$ cat config.mk
export PLATFORM = sky130hd
export DESIGN_NAME = lcp_top
export DESIGN_NICKNAME = d
export VERILOG_FILES = /design/src/hdl/lcp_pkg.sv /design/src/hdl/lcp_cond.sv /design/src/hdl/lcp_top.sv
export SDC_FILE = /design/constraint.sdc
export NUM_CORES = 1
export LEC_CHECK = 0
export BUFFER_PORTS_ARGS = -buffer_cell sky130_fd_sc_hd__buf_2
export CORE_MARGIN = 3
export CORE_UTILIZATION = 30
export DETAILED_ROUTE_END_ITERATION = 6
export SETUP_SLACK_MARGIN = 0.4
export SYNTH_ARGS = -nofsm -noshare
export SYNTH_HDL_FRONTEND = slang
export SYNTH_SLANG_ARGS = --single-unit
$ cat constraint.sdc
create_clock -name hclk -period 3.08 [get_ports hclk]
set_input_delay 0.77 -clock hclk [delete_from_list [all_inputs] [get_ports hclk]]
set_output_delay 0.77 -clock hclk [all_outputs]
set_load 0.03 [all_outputs]
$ cat src/hdl/lcp_pkg.sv
// Summary of operation
// - The final cell output is inverted when the output invert bit (bit 7) is set and passes unchanged otherwise; the bit is readable and writable and resets to zero.
// - Each gate output is inverted before the logic function when its invert bit is set, gate four on bit 3 down to gate one on bit 0.
// - Unimplemented bit positions read as zero, namely bits 6 to 4 of the polarity control register and bits 7 and 3 of the select register.
// - The data channel 2 source selector sits in bits 6 to 4 of the select register and is readable and writable.
// - Selector values 111, 110 and 101 route input bus lines 11, 10 and 9 to data channel 2.
// - Selector values 100 down to 000 route input bus lines 8 down to 4 to data channel 2.
// - The data channel 1 selector in bits 2 to 0 routes input bus line n to data channel 1 for value n.
// - The output invert is applied before the cell output reaches status readback, pins and other peripherals.
package lcp_pkg;

   localparam logic [31:0] LCP_POL_OFFS  = 32'h0000_0000;
   localparam logic [31:0] LCP_SEL_OFFS  = 32'h0000_0004;
   localparam logic [31:0] LCP_STAT_OFFS = 32'h0000_0008;

   localparam int          LCP_OUT_INV_BIT = 7;
   localparam int          LCP_GATE_LSB    = 0;
   localparam int          LCP_D2_LSB      = 4;
   localparam int          LCP_D1_LSB      = 0;
   localparam int          LCP_IN_W        = 16;
   localparam logic [3:0]  LCP_D2_BASE     = 4'h4;
   localparam logic [3:0]  LCP_D1_BASE     = 4'h0;

   localparam logic        LCP_OUT_INV_RST = 1'b0;
   localparam logic [3:0]  LCP_GATE_RST    = 4'h0;
   localparam logic [2:0]  LCP_SEL_RST     = 3'h0;

   localparam logic [1:0]  LCP_HTRANS_NONSEQ = 2'h2;
   localparam logic        LCP_HRESP_OKAY    = 1'b0;

   typedef struct packed {
      logic       out_inv;
      logic [3:0] gate_inv;
      logic [2:0] d2_sel;
      logic [2:0] d1_sel;
   } lcp_cfg_t;

   typedef struct packed {
      logic [3:0] gates;
      logic       final_out;
      logic       d1;
      logic       d2;
   } lcp_cond_t;

   // Picks one input bus line from a base and a 3-bit selector
   function automatic logic lcp_pick(input logic [LCP_IN_W-1:0] bus,
                                     input logic [3:0]          base,
                                     input logic [2:0]          sel);
      logic [3:0] idx;
      idx = base + {1'b0, sel};
      return bus[idx];
   endfunction : lcp_pick

   function automatic logic [31:0] lcp_pol_word(input lcp_cfg_t c);
      return {24'h00_0000, c.out_inv, 3'h0, c.gate_inv};
   endfunction : lcp_pol_word

   function automatic logic [31:0] lcp_sel_word(input lcp_cfg_t c);
      return {24'h00_0000, 1'b0, c.d2_sel, 1'b0, c.d1_sel};
   endfunction : lcp_sel_word

endpackage : lcp_pkg

$ cat src/hdl/lcp_cond.sv
module lcp_cond (
   input  wire lcp_pkg::lcp_cfg_t              cfg,
   input  wire logic [lcp_pkg::LCP_IN_W-1:0]   in_bus,
   input  wire logic [3:0]                     gate_raw,
   input  wire logic                           logic_raw,
   output      lcp_pkg::lcp_cond_t             cond
);
   import lcp_pkg::*;

   assign cond.gates     = gate_raw ^ cfg.gate_inv;
   assign cond.final_out = logic_raw ^ cfg.out_inv;
   assign cond.d2        = lcp_pick(in_bus, LCP_D2_BASE, cfg.d2_sel);
   assign cond.d1        = lcp_pick(in_bus, LCP_D1_BASE, cfg.d1_sel);

endmodule : lcp_cond

$ cat src/hdl/lcp_top.sv
module lcp_top (
   input  wire logic                         hclk,
   input  wire logic                         hresetn,
   input  wire logic                         ce,
   input  wire logic                         hsel,
   input  wire logic [31:0]                  haddr,
   input  wire logic [1:0]                   htrans,
   input  wire logic                         hwrite,
   input  wire logic [2:0]                   hsize,
   input  wire logic [31:0]                  hwdata,
   input  wire logic                         hready,
   output      logic [31:0]                  hrdata,
   output      logic                         hreadyout,
   output      logic                         hresp,
   input  wire logic [lcp_pkg::LCP_IN_W-1:0] cell_input_bus,
   input  wire logic [3:0]                   gate_raw,
   input  wire logic                         logic_raw,
   output      logic [3:0]                   gate_conditioned,
   output      logic                         cell_final_output,
   output      logic                         data_channel_1,
   output      logic                         data_channel_2
);
   import lcp_pkg::*;

   logic [LCP_IN_W-1:0] in_sync1_reg;
   logic [LCP_IN_W-1:0] in_sync2_reg;
   lcp_cfg_t            cfg_reg;
   lcp_cfg_t            cfg_next;
   lcp_cond_t           cond;
   lcp_cond_t           cond_reg;
   logic                wr_pend_reg;
   logic [31:0]         wr_addr_reg;
   logic [31:0]         hrdata_reg;

   // Bus decode
   wire addr_phase = hsel & hready & (htrans == LCP_HTRANS_NONSEQ);
   wire rd_take    = addr_phase & ~hwrite;
   wire wr_pol     = wr_pend_reg & (wr_addr_reg == LCP_POL_OFFS);
   wire wr_sel     = wr_pend_reg & (wr_addr_reg == LCP_SEL_OFFS);
   wire hit_pol    = (haddr == LCP_POL_OFFS);
   wire hit_sel    = (haddr == LCP_SEL_OFFS);
   wire hit_stat   = (haddr == LCP_STAT_OFFS);

   // Next configuration from a completing write
   assign cfg_next.out_inv  = wr_pol ? hwdata[LCP_OUT_INV_BIT] : cfg_reg.out_inv;
   assign cfg_next.gate_inv = wr_pol ? hwdata[LCP_GATE_LSB+:4] : cfg_reg.gate_inv;
   assign cfg_next.d2_sel   = wr_sel ? hwdata[LCP_D2_LSB+:3] : cfg_reg.d2_sel;
   assign cfg_next.d1_sel   = wr_sel ? hwdata[LCP_D1_LSB+:3] : cfg_reg.d1_sel;

   // Read mux; status shows the registered, inverted cell output
   wire [31:0] stat_word = {24'h00_0000, cond_reg.gates, 1'b0,
                            cond_reg.d2, cond_reg.d1, cond_reg.final_out};
   wire [31:0] rd_word   = hit_pol  ? lcp_pol_word(cfg_next) :
                           hit_sel  ? lcp_sel_word(cfg_next) :
                           hit_stat ? stat_word : 32'h0000_0000;

   lcp_cond u_cond (
      .cfg       (cfg_reg),
      .in_bus    (in_sync2_reg),
      .gate_raw  (gate_raw),
      .logic_raw (logic_raw),
      .cond      (cond)
   );

   // Pin synchroniser
   always_ff @(posedge hclk or negedge hresetn) begin
      if (!hresetn) begin
         in_sync1_reg <= 16'h0000;
         in_sync2_reg <= 16'h0000;
      end else if (ce) begin
         in_sync1_reg <= cell_input_bus;
         in_sync2_reg <= in_sync1_reg;
      end
   end

   // Configuration registers
   always_ff @(posedge hclk or negedge hresetn) begin
      if (!hresetn) begin
         cfg_reg.out_inv  <= LCP_OUT_INV_RST;
         cfg_reg.gate_inv <= LCP_GATE_RST;
         cfg_reg.d2_sel   <= LCP_SEL_RST;
         cfg_reg.d1_sel   <= LCP_SEL_RST;
      end else if (ce) begin
         cfg_reg <= cfg_next;
      end
   end

   // Conditioned outputs
   always_ff @(posedge hclk or negedge hresetn) begin
      if (!hresetn) begin
         cond_reg <= '0;
      end else if (ce) begin
         cond_reg <= cond;
      end
   end

   // Bus phases
   always_ff @(posedge hclk or negedge hresetn) begin
      if (!hresetn) begin
         wr_pend_reg <= 1'b0;
         wr_addr_reg <= 32'h0000_0000;
         hrdata_reg  <= 32'h0000_0000;
      end else if (ce) begin
         wr_pend_reg <= addr_phase & hwrite;
         wr_addr_reg <= haddr;
         hrdata_reg  <= rd_take ? rd_word : 32'h0000_0000;
      end
   end

   always_ff @(posedge hclk or negedge hresetn) begin
      if (!hresetn) begin
         hreadyout <= 1'b1;
         hresp     <= LCP_HRESP_OKAY;
      end else begin
         hreadyout <= 1'b1;
         hresp     <= LCP_HRESP_OKAY;
      end
   end

   assign hrdata            = hrdata_reg;
   assign gate_conditioned  = cond_reg.gates;
   assign cell_final_output = cond_reg.final_out;
   assign data_channel_1    = cond_reg.d1;
   assign data_channel_2    = cond_reg.d2;

   // Checks
   property p_out_inv;
      @(posedge hclk) disable iff (!hresetn)
      ($past(ce) && $past(hresetn))
         |-> cell_final_output == ($past(logic_raw) ^ $past(cfg_reg.out_inv));
   endproperty
   a_out_inv: assert property (p_out_inv)
      else $error("cell output polarity wrong");

   property p_gate_inv;
      @(posedge hclk) disable iff (!hresetn)
      ($past(ce) && $past(hresetn))
         |-> gate_conditioned == ($past(gate_raw) ^ $past(cfg_reg.gate_inv));
   endproperty
   a_gate_inv: assert property (p_gate_inv)
      else $error("gate polarity wrong");

   property p_pol_reserved;
      @(posedge hclk) disable iff (!hresetn)
      (ce && rd_take && hit_pol) |=> (hrdata[31:8] == 24'h00_0000) && (hrdata[6:4] == 3'h0);
   endproperty
   a_pol_reserved: assert property (p_pol_reserved)
      else $error("polarity reserved bits not zero");

   property p_sel_reserved;
      @(posedge hclk) disable iff (!hresetn)
      (ce && rd_take && hit_sel) |=> (hrdata[31:7] == 25'h000_0000) && !hrdata[3];
   endproperty
   a_sel_reserved: assert property (p_sel_reserved)
      else $error("select reserved bits not zero");

   property p_d2_write;
      @(posedge hclk) disable iff (!hresetn)
      (ce && wr_sel) |=> cfg_reg.d2_sel == $past(hwdata[6:4]);
   endproperty
   a_d2_write: assert property (p_d2_write)
      else $error("channel 2 selector not stored");

   property p_d2_store;
      @(posedge hclk) disable iff (!hresetn)
      (ce && wr_sel) ##1 (ce && rd_take && hit_sel) |=> hrdata[6:4] == $past(hwdata[6:4], 2);
   endproperty
   a_d2_store: assert property (p_d2_store)
      else $error("channel 2 selector readback wrong");

   property p_d2_high;
      @(posedge hclk) disable iff (!hresetn)
      ($past(ce) && $past(cfg_reg.d2_sel) == 3'h7) |-> data_channel_2 == $past(in_sync2_reg[11]);
   endproperty
   a_d2_high: assert property (p_d2_high)
      else $error("channel 2 not from line 11");

   property p_d2_mid;
      @(posedge hclk) disable iff (!hresetn)
      ($past(ce) && $past(cfg_reg.d2_sel) == 3'h5) |-> data_channel_2 == $past(in_sync2_reg[9]);
   endproperty
   a_d2_mid: assert property (p_d2_mid)
      else $error("channel 2 not from line 9");

   property p_d2_low;
      @(posedge hclk) disable iff (!hresetn)
      ($past(ce) && $past(cfg_reg.d2_sel) == 3'h0) |-> data_channel_2 == $past(in_sync2_reg[4]);
   endproperty
   a_d2_low: assert property (p_d2_low)
      else $error("channel 2 not from line 4");

   property p_d2_ten;
      @(posedge hclk) disable iff (!hresetn)
      ($past(ce) && $past(cfg_reg.d2_sel) == 3'h6) |-> data_channel_2 == $past(in_sync2_reg[10]);
   endproperty
   a_d2_ten: assert property (p_d2_ten)
      else $error("channel 2 not from line 10");

   property p_d2_eight;
      @(posedge hclk) disable iff (!hresetn)
      ($past(ce) && $past(cfg_reg.d2_sel) == 3'h4) |-> data_channel_2 == $past(in_sync2_reg[8]);
   endproperty
   a_d2_eight: assert property (p_d2_eight)
      else $error("channel 2 not from line 8");

   property p_d1_sel;
      @(posedge hclk) disable iff (!hresetn)
      $past(ce) |-> data_channel_1 == $past(in_sync2_reg[cfg_reg.d1_sel]);
   endproperty
   a_d1_sel: assert property (p_d1_sel)
      else $error("channel 1 line wrong");

   property p_status;
      @(posedge hclk) disable iff (!hresetn)
      (ce && rd_take && hit_stat) |=> hrdata[0] == $past(cell_final_output);
   endproperty
   a_status: assert property (p_status)
      else $error("status shows wrong cell output");

   property p_flip;
      @(posedge hclk) disable iff (!hresetn)
      (ce && wr_pol && (hwdata[7] != cfg_reg.out_inv)) ##1 (ce && $stable(logic_raw))
         |=> cell_final_output != $past(cell_final_output);
   endproperty
   a_flip: assert property (p_flip)
      else $error("invert change did not flip output");

endmodule : lcp_top

==> summary.md <==
| Metric | Value |
|---|---|
| Routed via count | `between 2000 and 3000` |
| Worst slew pin tran | `around 0.6 ns` |
| Number of flops mapped to enable cells by yosys | `0` |
| Fmax | `approximately 0.41 GHz` |
| Vias/cell | `~4.7` |
| Clock root cell | `clkbuf_16` |
| Clock skew | `0.00502 ns` |
| Worst-Skew Late Latency | `approximately 0.35 ns` |
| Met2 wire length | `3.90 mm` |
| FP Rows | `41` |
| GRT Residual Overflow | `0` |
| Setup Buffers After CTS | `0` |
| Clock Tree Buf Depth | `2` |
| Antenna Nets Post-Route | `0` |
| Routability cong. | `0.829` |
| Nets | `~490` |
| WL met1 | `approximately 3.8 mm` |
| Routed Wire Length | `roughly 8.6 mm` |
| Sum of negative setup slack | `0 ns` |
| Distinct cells, synth | `39` |
| Period Utilization, post-route | `0.790` |
| Asr flop ratio synth | `1.00` |
| Buffers on Ports | `79` |
| Status | `complete, no violations` |
| CTS sink cnt | `83` |
| PwrDens | `between 500 and 600 nW/um2` |
| WS Path Type | `flop to flop` |
| Top Layer Used | `met5` |
| Largest net degree at the start of global routing | `52` |
| Max transition margin | `0.589` |
| Worst setup EP type | `flop` |
| Worst slack, placed | `0.297 ns` |
| Die area | `around 15000 um2` |
| Seq/Total Area, Yosys | `0.521` |
| Max FO, Critical Path | `8` |
| Layout area overhead | `19.8%` |
| Ports | `around 140` |
| Fraction of layout cells with a size suffix above 1 | `0.462` |
| Reg clk slew, reported paths | `about 0.060 ns` |
| Crit path setup slack, layout | `around 0.65 ns` |
| Mapped Cells | `305` |
| Unrepaired setup endpoints after global routing | `false` |
| Starting DRT DRC Count | `111` |
| Critical Path Start Type | `flop` |
| Vias in the first global route | `2576` |
| Static Leakage | `between 2 and 2.5 nW` |
| Core Area | `12800 um2` |
| Routed length per instance | `between 15 and 20 um` |
| Slew Viols, Final | `0` |
| Period minus WS final | `2.43 ns` |
| Die height | `around 120 um` |
| Initial core utilization | `0.311` |
| Final hold violation count | `0` |
| CP required | `~3.3 ns` |
| Avg Synthesized Cell Area | `between 10 and 15 um2` |
| Ys flop type | `dfrtp_1` |
| CTS tree | `yes` |
| Global router's overall resource usage | `0.122` |
| YS warnings | `0` |
| Hold crit path type | `input pin to asynchronous set/reset pin` |
| H-tree levels | `3` |
| Arr. time, crit path | `~2.7 ns` |
| Met3 wire len | `between 600 and 700 um` |
| DP HPWL | `approximately 6.5 mm` |
| Cell area after synthesis | `~4000 um2` |
| Maximum vdd drop | `~0.26 mV` |
| Die Wd | `roughly 120 um` |
| Total CTS buffers | `9` |
| Antenna violations before repair | `1` |
| DRT Pass-1 Iters | `4` |
| Final setup fails | `0` |
| Drc violations | `0` |
| Maximum Capacitance Violations | `0` |
| Max FFs per register | `32` |
| Global-route wire length before repair | `13.4 mm` |
| #FFs+latches synth | `83` |
| Number of antenna diodes | `0` |
==> worst paths after layout <==
path | from | cells past startpoint | endpoint | slack (ns)
worst max-delay path | wr_addr_reg[10] | 5 | cfg_reg[10] | 0.65
worst min-delay path | hresetn | 1 | in_sync1_reg[3] | 0.41
worst max register to register | wr_addr_reg[10] | 5 | cfg_reg[10] | 0.65
worst min register to register | hrdata[7] | 2 | hrdata[7] | 0.48
max in group asynchronous | hresetn | 2 | wr_addr_reg[14] | 1.96
min in group hclk | hrdata[7] | 2 | hrdata[7] | 0.48
==> report_power, final <==
group / switching [mW] / internal (mW) / total, mW
logic: 0.177 / 0.149 / 0.327
registers: 0.0700 / 1.19 / 1.26
clock network: 0.447 / 0.551 / 0.998
total: 0.695 / 1.89 / 2.58
==> what timing repair did <==
action                                  4_1_cts  5_1_grt
endpoints found under the setup margin        0        1
hold buffers                                  0        0
gates resized for setup                       0        1
==> synth_stat cells (all sizes together) (2+ instances only) <==
cell type	count	area share
buf	28	0.055
dfrtp	83	0.52
nand4	3	0.0085
a21oi	7	0.0088
nand3b	3	0.0057
o21ai	2	0.0025
xnor2	5	0.011
inv	5	0.0047
mux4	4	0.023
nor3	2	0.0025
o221ai	3	0.0066
clkbuf	9	0.0085
nand2	15	0.015
nand2b	4	0.0063
nor2b	3	0.0047
conb	2	0.0019
a2111oi	3	0.0066
mux2i	7	0.018
nor4	23	0.052
o2bb2ai	2	0.0044
nor2	11	0.010
mux2	66	0.19
a211oi	3	0.0057
or4	2	0.0047
a221oi	3	0.0066
==> metrics by stage <==
step,instance area [um2],cells,total power [mW],hold slack [ns],util
detailed placement,4490,550,1.61,0.477,0.350
global route,4770,566,2.71,0.440,0.372
CTS,4770,566,2.63,0.430,0.372
floorplan,4070,329,1.50,0.457,-
global placement,4490,550,1.60,0.473,0.350
finish,4770,566,2.58,0.412,0.372
==> cell type report <==
cell class / count / area, um2
Fill cell: 1292 / 8050
Inverter: 6 / 22.5
Multi-Input combinational cell: 203 / 1730
Timing Repair Buffer: 86 / 450
Tap cell: 172 / 215
Clock buffer: 9 / 225
Clock inverter: 7 / 52.6
Sequential cell: 83 / 2080
==> critical path, stage by stage (launching register included) <==
cell and delay [ns]:
dfrtp_1 0.38, nor4_1 0.33, nand2_1 0.30, or4_4 0.61, or2_1 0.36, mux2_4 0.34
==> layer usage <==
layer  vias to the layer above  track usage
met5                         -            0
met4                         2       0.0567
met3                        19       0.0494
met2                        97        0.185
met1                      1302        0.151
li1                       1234            -
==> cell families (layout without fill, tap and decap cells) <==
kind of cell    after synthesis  after routing  share of synthesized area
flops                        83             83                      0.521
mux                          77             77                      0.231
simple gates                 71             71                      0.122
buf+inv                      43            108                     0.0688
compound gates               24             24                     0.0433
xor+xnor                      5              5                     0.0110
other cells                   2             26                    0.00189
==> layout by cell type (no fill, tap or decap), types with 8 or more instances in the layout <==
cell type and n:
dfrtp_1 83, buf_2 78, mux2_2 61, conb_1 26
nor4_1 17, nand2_1 14, nor2_1 11, clkbuf_16 9
buf_4 8
No activity file was read; power rests on OpenSTA's default activity.
